$ cat src/design/operand_target_map.svh
// constants for operand and branch-target decoding
`ifndef OPERAND_TARGET_MAP_SVH
`define OPERAND_TARGET_MAP_SVH
`define ADDR_W       16
`define PAGE_LSB_W   11
`define PAGE_HI_LSB  11
`define PAGE_HI_MSB  15
`define SEL_FLAG     2'h0
`define SEL_REGBIT   2'h1
`define FLAG_LIMIT   8'h80
`define REGBIT_GRP   8'h08
`define PC_RESET     16'h0000
`define IMM_RESET    16'h0000
`define PAGE_OP_MSB  7
`define PAGE_OP_LSB  5
`define BIT_BYTE_MSB 7
`define FLAG_BYTE_MSB 6
`define BIT_BYTE_LSB 3
`define BIT_IDX_MSB  2
`endif

$ cat src/design/operand_target_pkg.sv
// types for operand and branch-target decoding
package operand_target_pkg;
	typedef enum logic [2:0] {
		TGT_NONE,
		TGT_FULL,
		TGT_PAGE,
		TGT_REL
	} target_form_t;
	typedef enum logic [1:0] {
		IMM_NONE,
		IMM_BYTE,
		IMM_WORD
	} imm_form_t;
endpackage : operand_target_pkg

$ cat src/design/bit_operand_map.sv
// bit operand decoder: flag area or register bit
`timescale 1ns/1ns
`include "operand_target_map.svh"
module bit_operand_map (
	input  wire logic [7:0] bitAddr,    // bit operand byte
	output logic      [1:0] bitSpace,   // flag area or register bit
	output logic      [7:0] byteAddr,   // byte holding the bit
	output logic      [2:0] bitIndex    // bit inside that byte
);
	// --------------------------------------------------
	// decoding
	// --------------------------------------------------
	wire isFlag;                        // lower half selects flag bits
	assign isFlag   = (bitAddr < `FLAG_LIMIT);
	assign bitSpace = isFlag ? `SEL_FLAG : `SEL_REGBIT;
	// flags live in a 16-byte area, register bits in addressable registers
	assign byteAddr = isFlag ? (`REGBIT_GRP + {4'h0, bitAddr[`FLAG_BYTE_MSB:`BIT_BYTE_LSB]})
	                         : {bitAddr[`BIT_BYTE_MSB:`BIT_BYTE_LSB], 3'h0};
	assign bitIndex = bitAddr[`BIT_IDX_MSB:0];
endmodule : bit_operand_map

$ cat src/design/cpu_operand_target_decode.sv
// operand and branch-target decoder for the core
// Behaviour
// - long call/jump take full sixteen-bit target
// - page call/jump stay in next page
// - short/conditional jumps add signed byte offset
// - word immediate from bytes two and three
// - byte immediate comes from byte two, zero-extended
// - bit operand reaches flags, pins, control
`timescale 1ns/1ns
`include "operand_target_map.svh"
module cpu_operand_target_decode (
	input  wire logic        mclk,         // core clock
	input  wire logic        rst,          // synchronous reset, active high
	input  wire logic        ce,           // clock enable
	input  wire logic        decodeValid,  // instruction bytes present
	input  wire logic [2:0]  targetSel,    // operand_target_pkg::target_form_t
	input  wire logic [1:0]  immSel,       // operand_target_pkg::imm_form_t
	input  wire logic        bitSel,       // second byte is a bit operand
	input  wire logic [15:0] nextPc,       // address of following instruction
	input  wire logic [7:0]  opByte1,      // first instruction byte
	input  wire logic [7:0]  opByte2,      // second instruction byte
	input  wire logic [7:0]  opByte3,      // third instruction byte
	input  wire logic        relUsesByte3, // offset is in third byte
	output logic             targetValid,  // target address is valid
	output logic      [15:0] target,       // branch or call target
	output logic             immValid,     // immediate is valid
	output logic      [15:0] immValue,     // immediate operand
	output logic             bitValid,     // bit operand is valid
	output logic      [1:0]  bitSpace,     // flag area or register bit
	output logic      [7:0]  bitByte,      // byte holding the bit
	output logic      [2:0]  bitIndex      // bit position
);
	// --------------------------------------------------
	// target forming
	// --------------------------------------------------
	operand_target_pkg::target_form_t tform;   // decoded target form
	operand_target_pkg::imm_form_t    iform;   // decoded immediate form
	assign tform = operand_target_pkg::target_form_t'(targetSel);
	assign iform = operand_target_pkg::imm_form_t'(immSel);

	wire [15:0] fullTarget;   // full_target from bytes two and three
	wire [15:0] pageTarget;   // page_target merged into next page
	wire [7:0]  relByte;      // signed offset byte
	wire [15:0] relTarget;    // next pc plus signed offset
	assign fullTarget = {opByte2, opByte3};
	// page form keeps the top of the incremented pc, so it never leaves the page
	assign pageTarget = {nextPc[`PAGE_HI_MSB:`PAGE_HI_LSB],
	                     opByte1[`PAGE_OP_MSB:`PAGE_OP_LSB], opByte2};
	assign relByte    = relUsesByte3 ? opByte3 : opByte2;
	assign relTarget  = nextPc + {{8{relByte[7]}}, relByte};

	logic [15:0] next_target;  // selected target
	logic        next_tvalid;  // target produced this cycle
	// pick the target form; the none codes leave the valid flag low
	always_comb begin
		next_target = `PC_RESET;
		next_tvalid = 1'b0;
		case (tform)
			operand_target_pkg::TGT_FULL: begin
				next_target = fullTarget;
				next_tvalid = decodeValid;
			end
			operand_target_pkg::TGT_PAGE: begin
				next_target = pageTarget;
				next_tvalid = decodeValid;
			end
			operand_target_pkg::TGT_REL: begin
				next_target = relTarget;
				next_tvalid = decodeValid;
			end
			default: begin
				next_target = `PC_RESET;
				next_tvalid = 1'b0;
			end
		endcase
	end

	// --------------------------------------------------
	// immediate operands
	// --------------------------------------------------
	logic [15:0] next_imm;   // selected immediate
	logic        next_ival;  // immediate produced
	// pick the immediate form; byte form is zero-extended
	always_comb begin
		next_imm  = `IMM_RESET;
		next_ival = 1'b0;
		case (iform)
			operand_target_pkg::IMM_BYTE: begin
				next_imm  = {8'h00, opByte2};
				next_ival = decodeValid;
			end
			operand_target_pkg::IMM_WORD: begin
				next_imm  = {opByte2, opByte3};
				next_ival = decodeValid;
			end
			default: begin            // no immediate in this instruction
				next_imm  = `IMM_RESET;
				next_ival = 1'b0;
			end
		endcase
	end

	// --------------------------------------------------
	// bit operand
	// --------------------------------------------------
	wire [1:0] bSpace;  // decoded space
	wire [7:0] bByte;   // decoded byte
	wire [2:0] bIdx;    // decoded index
	bit_operand_map uBit (
		.bitAddr  (opByte2),
		.bitSpace (bSpace),
		.byteAddr (bByte),
		.bitIndex (bIdx)
	);

	// --------------------------------------------------
	// output registers
	// --------------------------------------------------
	// every output is registered; clock enable low freezes them all
	always_ff @(posedge mclk) begin
		if (rst) begin
			targetValid <= 1'b0;
			target      <= `PC_RESET;
			immValid    <= 1'b0;
			immValue    <= `IMM_RESET;
			bitValid    <= 1'b0;
			bitSpace    <= `SEL_FLAG;
			bitByte     <= 8'h00;
			bitIndex    <= 3'h0;
		end else if (ce) begin
			targetValid <= next_tvalid;
			target      <= next_target;
			immValid    <= next_ival;
			immValue    <= next_imm;
			bitValid    <= decodeValid & bitSel;
			bitSpace    <= bSpace;
			bitByte     <= bByte;
			bitIndex    <= bIdx;
		end
	end

	// --------------------------------------------------
	// checks
	// --------------------------------------------------
	// long forms: byte two is the high half, byte three the low half
	chk_full_target: assert property (@(posedge mclk) disable iff (rst)
		ce && decodeValid && tform == operand_target_pkg::TGT_FULL
		|=> target == {$past(opByte2), $past(opByte3)} && targetValid)
		else $error("full target wrong");
	// no target form selected: the target flag stays low
	chk_none_target: assert property (@(posedge mclk) disable iff (rst)
		ce && tform == operand_target_pkg::TGT_NONE
		|=> !targetValid)
		else $error("target flagged without a form");
	// nothing presented: no operand may be flagged valid
	chk_idle_valid: assert property (@(posedge mclk) disable iff (rst)
		ce && !decodeValid
		|=> !targetValid && !immValid && !bitValid)
		else $error("operand flagged while idle");

	// page forms: upper five bits follow the incremented pc
	chk_page_same: assert property (@(posedge mclk) disable iff (rst)
		ce && decodeValid && tform == operand_target_pkg::TGT_PAGE
		|=> target[15:11] == $past(nextPc[15:11]))
		else $error("page target left page");
	// page forms: low eleven bits come from the opcode and byte two
	chk_page_low: assert property (@(posedge mclk) disable iff (rst)
		ce && decodeValid && tform == operand_target_pkg::TGT_PAGE
		|=> target[10:0] == {$past(opByte1[7:5]), $past(opByte2)})
		else $error("page low bits wrong");
	// page forms: every decode yields a valid target
	chk_page_valid: assert property (@(posedge mclk) disable iff (rst)
		ce && decodeValid && tform == operand_target_pkg::TGT_PAGE
		|=> targetValid)
		else $error("page target not flagged valid");

	// relative forms: the distance from the next pc stays in one signed byte
	chk_rel_offset: assert property (@(posedge mclk) disable iff (rst)
		ce && decodeValid && tform == operand_target_pkg::TGT_REL
		|=> $signed(target - $past(nextPc)) <= 16'sh007f
		    && $signed(target - $past(nextPc)) >= -16'sh0080)
		else $error("relative target out of range");
	// relative forms: exact sum when the offset sits in byte two
	chk_rel_byte2: assert property (@(posedge mclk) disable iff (rst)
		ce && decodeValid && tform == operand_target_pkg::TGT_REL && !relUsesByte3
		|=> targetValid
		    && target == $past(nextPc) + {{8{$past(opByte2[7])}}, $past(opByte2)})
		else $error("relative target from byte two wrong");
	// relative forms: exact sum when the offset sits in byte three
	chk_rel_byte3: assert property (@(posedge mclk) disable iff (rst)
		ce && decodeValid && tform == operand_target_pkg::TGT_REL && relUsesByte3
		|=> targetValid
		    && target == $past(nextPc) + {{8{$past(opByte3[7])}}, $past(opByte3)})
		else $error("relative target from byte three wrong");

	// immediates: word form takes bytes two and three, high byte first
	chk_word_imm: assert property (@(posedge mclk) disable iff (rst)
		ce && decodeValid && iform == operand_target_pkg::IMM_WORD
		|=> immValid && immValue == {$past(opByte2), $past(opByte3)})
		else $error("word immediate wrong");
	// immediates: byte form is byte two, zero-extended
	chk_byte_imm: assert property (@(posedge mclk) disable iff (rst)
		ce && decodeValid && iform == operand_target_pkg::IMM_BYTE
		|=> immValid && immValue[15:8] == 8'h00 && immValue[7:0] == $past(opByte2))
		else $error("byte immediate wrong");
	// immediates: no form selected leaves the flag low
	chk_imm_none: assert property (@(posedge mclk) disable iff (rst)
		ce && iform == operand_target_pkg::IMM_NONE
		|=> !immValid)
		else $error("immediate flagged without a form");

	// bit operands: lower half reaches the software flag area
	chk_bit_flag: assert property (@(posedge mclk) disable iff (rst)
		ce && decodeValid && bitSel && !opByte2[7]
		|=> bitValid && bitSpace == `SEL_FLAG && bitIndex == $past(opByte2[2:0]))
		else $error("flag bit decode wrong");
	// bit operands: flag byte is the group base plus the flag's byte number
	chk_flag_byte: assert property (@(posedge mclk) disable iff (rst)
		ce && decodeValid && bitSel && !opByte2[7]
		|=> bitByte == `REGBIT_GRP + {4'h0, $past(opByte2[6:3])})
		else $error("flag bit byte wrong");
	// bit operands: upper half reaches pin, control and status registers
	chk_bit_reg: assert property (@(posedge mclk) disable iff (rst)
		ce && decodeValid && bitSel && opByte2[7]
		|=> bitSpace == `SEL_REGBIT && bitByte == {$past(opByte2[7:3]), 3'h0})
		else $error("register bit decode wrong");
	// bit operands: flag stays low without a bit request
	chk_bit_idle: assert property (@(posedge mclk) disable iff (rst)
		ce && !(decodeValid && bitSel)
		|=> !bitValid)
		else $error("bit operand flagged without request");

	// clock enable low: target, immediate, bit valid and bit byte may not move
	chk_hold_freeze: assert property (@(posedge mclk) disable iff (rst)
		!ce |=> $stable(target) && $stable(targetValid)
		    && $stable(immValue) && $stable(immValid)
		    && $stable(bitValid) && $stable(bitByte))
		else $error("state moved with clock enable low");
endmodule : cpu_operand_target_decode

$ cat config.mk
export PLATFORM = sky130hd
export DESIGN_NAME = cpu_operand_target_decode
export DESIGN_NICKNAME = d
export VERILOG_FILES = /design/src/design/operand_target_pkg.sv /design/src/design/bit_operand_map.sv /design/src/design/cpu_operand_target_decode.sv
export VERILOG_INCLUDE_DIRS = /design/src /design/src/design
export SDC_FILE = /design/constraint.sdc
export NUM_CORES = 1
export LEC_CHECK = 0
export ABC_AREA = 1
export BUFFER_PORTS_ARGS = -buffer_cell sky130_fd_sc_hd__buf_2
export CAP_MARGIN = 0
export CORE_MARGIN = 2
export CORE_UTILIZATION = 52
export CTS_BUF_LIST = sky130_fd_sc_hd__clkbuf_4 sky130_fd_sc_hd__clkbuf_8 sky130_fd_sc_hd__clkbuf_16
export CTS_CLUSTER_DIAMETER = 60
export DETAILED_ROUTE_END_ITERATION = 8
export PLACE_DENSITY = 0.8
export RECOVER_POWER = 25
export REMOVE_ABC_BUFFERS = 1
export SETUP_SLACK_MARGIN = 0.3
export SKIP_CTS_REPAIR_TIMING = 1
export SLEW_MARGIN = 5
export SYNTH_ARGS = -nofsm -noshare
export SYNTH_HDL_FRONTEND = slang
export SYNTH_SLANG_ARGS = --single-unit
$ cat constraint.sdc
create_clock -name mclk -period 2.2 [get_ports mclk]
set_input_delay 0.11 -clock mclk [delete_from_list [all_inputs] [get_ports mclk]]
set_output_delay 0.11 -clock mclk [all_outputs]
set_load 0.01 [all_outputs]
Yosys cells after proc, flatten, opt, wreduce, memory -nomap -nowiden. Cells that the tools add are included. W data, S select, Z words.

Bits in registers: 48.

Bitwise gates (word level): 1. Reduce and logical (&&, ||, !) cells: 2. Equality and inequality tests: 5. Add/subtract/negate cells: 2. Mux-type cells: 7. $lt $le $gt $ge: 1.

Operators with widths (number): $pmux W16 S3 (1); $pmux W16 S2 (1); $add A16 B16 Y16 (1); $mux W8 (2); $lt A8 B8 Y1 const B (1); $eq A3 B2 Y1 const B (2); $add A4 B4 Y5 const A (1); $eq A3 B1 Y1 const B (1); $mux W1 (3); $reduce_or A3 Y1 (1); $eq A2 B1 Y1 const B (1); $eq A2 B2 Y1 const B (1); $reduce_or A2 Y1 (1); $and A1 B1 Y1 (1).

Longest topological paths before layout.
Depth in word-level cells: 3. Mapped depth: 16. Mapped depth without buffers: 15.

Hierarchy. A second synthesis with hierarchy kept.

Cells, all modules: 533. Area, all modules: 3320.7 µm².

Modules (own cells, without submodules): cpu_operand_target_decode (cells an instance 509, area an instance 3195.6 µm², sequential area each 960.9 µm², instances 1); bit_operand_map (cells an instance 24, area an instance 125.1 µm², sequential area each 0.0 µm², instances 1).

Worst setup path before layout. No wires, ideal clock.

Path type: input -> register. Start: in relUsesByte3. End: reg target[6]. Slack: 0.324 ns. Cell stages on the path: 14. Path buffers: 1. Data required time: 2.068 ns. Arrival: 1.743 ns. Setup time: 0.132 ns. Path through: clkbuf_1 nand2_1 o21ai_0 ha_1 fa_1 nand2_1 nand2_1 nand3_1 nand2_1 or2_2 nand3_1 nand3_1 nand2_1 a21oi_1.

Word-level cells in the longest chain between the ends: 3.

RTL lines: start: declaration (RTL line cpu_operand_target_decode.sv:23) `input wire logic relUsesByte3,`; $mux W8 (RTL line cpu_operand_target_decode.sv:49) `assign relByte = relUsesByte3 ? opByte3 : opByte2;`; $add A16 B16 Y16 (RTL line cpu_operand_target_decode.sv:50) `assign relTarget = nextPc + {{8{relByte[7]}}, relByte};`; $pmux W16 S3 (RTL line cpu_operand_target_decode.sv:58) `case (tform)`; end signal: assignment (RTL line cpu_operand_target_decode.sv:123) `` target <= `PC_RESET; ``; end signal: assignment (RTL line cpu_operand_target_decode.sv:132) `target <= next_target;`; end: declaration (RTL line cpu_operand_target_decode.sv:25) `output logic [15:0] target,`.

Every way passes these cells. A chain may end at the register's enable or synchronous reset.

Worst setup path in the final report.
Start: in opByte2[5]. End: reg target[7].

Word-level cells in the longest chain between the ends: 3.

RTL lines: start: declaration (RTL line cpu_operand_target_decode.sv:21) `input wire logic [7:0] opByte2,`; $mux W8 (RTL line cpu_operand_target_decode.sv:49); $add A16 B16 Y16 (RTL line cpu_operand_target_decode.sv:50); $pmux W16 S3 (RTL line cpu_operand_target_decode.sv:58).

Every way passes these cells.

==> metrics.txt <==
outcome completed; Remaining DRCs 0; Cell Count, Final, Fillers Out ~670; CTS Buffer Depth 2; Post-Synth Simple-Gate Area 33.8%; switching share of power 32.5%; gpl congestion 0.900; Hold Vio Cnt, Final 0; minimum clock period between 1.5 and 2 ns; placed wire-length estimate 6810 um; ranking of synthesized cells by area dfxtp_1 29%, nand2_1 23%, inv_1 7.5%; Yosys top cell area share 29.2%; post-synthesis mux area share 0%; clock insertion delay at the later pin of the skew report 0.30 ns; Core ar. 5890 sq um; row count 28; fillers 569; CP max FO 5; Synth cell types 35; H-Tree Depth 2; Min-Delay Endpoint bitValid; GRT Overall Usage 26.8%; TritonCTS Sinks 46; die span in y 81.9 um; # diodes 0; TNS Setup 0 ns; Max Used Layer met4; antenna-violating nets left 0; vias in the first global route 3122; main combinational cell family by area after synthesis simple AND/OR/NAND/NOR gates; Place WS 0.0778 ns; Setup crit end kind register; number of synthesized register bits 46; I/O Pins 99; Hold Crit Class input pin to register; Syn-to-layout area delta 20.6%; Netlist Area Pre-Place 3160 sq um; RSZ-0062 raised after global routing yes; Final Max Tran Viols 0; placed insts 658; final-stage net count between 600 and 700; compound-cell area share of the yosys netlist 18.1%; share of cells above drive strength 1 22.5%; Hold Path Stages 3; Power Dens Cells 563 nW/um^2; worst reg2reg path endpoint bitByte[3]; Int Pwr 1.45 mW; Worst EP arrival 2.03 ns; WL met1 3810 um; post-DR vias/cell 5.26; Slew headroom 2.78%; top-count cell post-synth nand2_1; most frequent cells after synthesis 191 x nand2_1, 63 x inv_1, 46 x dfxtp_1; worst-margin pin slew around 1.5 ns; worst reg2reg setup slack 1.49 ns; synthesized-area fraction occupied by adder cells 7.37%; Critical Path RT 2.43 ns; Worst setup SP type input pin; initial antenna violation count 0; WL per Instance 13.3 um; largest net degree at the start of global routing 34; hold path start bitSel; Initial DRC Count approximately 220; fin area 3810 sq um; EDFF count, synth 0; global-route wire length before repair 14000 um; Num CTS Buffers 5; Syn Area/Cell 6.29 sq um; met2 wire length 4160 um; DIE AREA between 6000 and 7000 sq um; setup violators final 0; CTS tree done; register area share after synthesis 29.2%; Setup CP Type input pin to register; worst setup margin 0.402 ns; Fin Clk Skew 0 ns; final wirelength 8890 um; Synth Warn # 0; Max Cap Viol 0; Clk pin slew, worst setup/hold paths 0.09 ns; Flop pwr share between 40% and 50%; met3 wire len 698 um; area leader, netlist dfxtp_1; Combinational Power Share 28.7%; IO Port Bufs 92; LEAKAGE 1.95 nW; worst flop-to-flop path startpoint bitByte[3]; Peak VDD IR roughly 360 uV; crit share post-route 81.7%; post-synthesis async set-or-reset flop share 0%; Via Count about 3500; Primary FF master, synth dfxtp_1; switching pwr 696 uW; Remaining Overflow, GRT 0; die width about 82 um; drt first pass iters 4; synthesized instance count 502; post-synthesis xor/xnor area fraction 0.277%; CTS Root Buffer Type clkbuf_8; Worst Reg2Reg Path Length in Cells 2; Max Fclk 556 MHz; post-placement cell area 3690 sq um; starting density of the core approximately 54%; Clk network pwr share 30.0%
-- power by group through the flow --
stage / combinational [mW] / clock (mW) / sequential (mW)
2_1_floorplan: 0.357 / 0 / 0.922
3_3_place_gp: 0.584 / 0 / 0.903
3_5_place_dp: 0.597 / 0 / 0.904
4_1_cts: 0.603 / 0.651 / 0.885
5_1_grt: 0.689 / 0.682 / 0.890
6_report: 0.614 / 0.643 / 0.885
-- logic make-up after synthesis --
family / Yosys count
xor gates and xnor gates: 1
AOI/OAI and AO/OA: 92
adders and majority gates: 18
other: 1
buffers and inverters: 87
DFF: 46
and+or+nand+nor: 257
-- how the worst max path moves through the flow --
stage          slack [ns]         end          from  depth (start not counted)
2_1_floorplan        0.50   target[6]    opByte2[0]                         13
3_3_place_gp         0.15   target[6]  relUsesByte3                         13
3_5_place_dp         0.08   target[6]  relUsesByte3                         13
4_1_cts              0.30   target[6]  relUsesByte3                         13
5_1_grt              0.23  target[12]  relUsesByte3                         15
6_report             0.40   target[7]    opByte2[5]                         13
-- layer usage --
| layer | GRT usage (%) | up-vias |
|---|---|---|
| li1 | - | 1764 |
| met1 | 34.6 | 1581 |
| met2 | 44.6 | 137 |
| met3 | 5.16 | 21 |
| met4 | 9.50 | 0 |
| met5 | 0 | - |
-- worst max-delay path, stage by stage --
cell and delay, ns:
buf_2 0.14, inv_1 0.10, o21ai_0 0.26, ha_1 0.33, nand2_1 0.11, inv_1 0.07, a21oi_1 0.16, nand2_1 0.14
a21boi_0 0.18, o21ai_1 0.14, nand3_1 0.09, nand2_1 0.05, a21oi_1 0.15
-- cell type report --
cell class	count	area (sq um)	area share, %
well taps	75	93.8	2.46
clock buffers	6	76.3	2.00
inverters	67	251	6.61
repair buffers	101	529	13.9
flip-flops and latches	46	921	24.2
multi-input cells	369	1900	49.9
clock inverters	2	37.5	0.986
-- cell usage in the layout, fill, tap and decap left out, types with 3 or more instances in the layout --
cell	count
nor3_1	3
o22ai_1	5
buf_2	83
o21ai_2	7
o21ai_0	18
o221ai_2	4
dfxtp_1	46
nand2_1	189
inv_2	4
ha_1	16
nor2_1	19
nand2_2	3
clkbuf_1	9
buf_4	7
a21oi_1	44
inv_1	63
nand3_1	28
nand3b_1	4
a21oi_2	8
clkbuf_8	5
-- stage by stage --
stage,utilization (%),total power [mW],hold slack (ns)
after floorplan,-,1.28,0.172
after global placement,62.7,1.49,0.383
after detailed placement,62.7,1.50,0.401
after CTS,64.6,2.14,0.0723
after global routing,64.7,2.26,0.0799
final,64.7,2.14,0.0705
-- registers in the layout (all words and copies together), names as in the netlist --
register	count
immValue	16
immValid	1
bitByte	8
targetValid	1
bitIndex	3
bitValid	1
target	16
No activity file was read; power rests on OpenSTA's default activity.
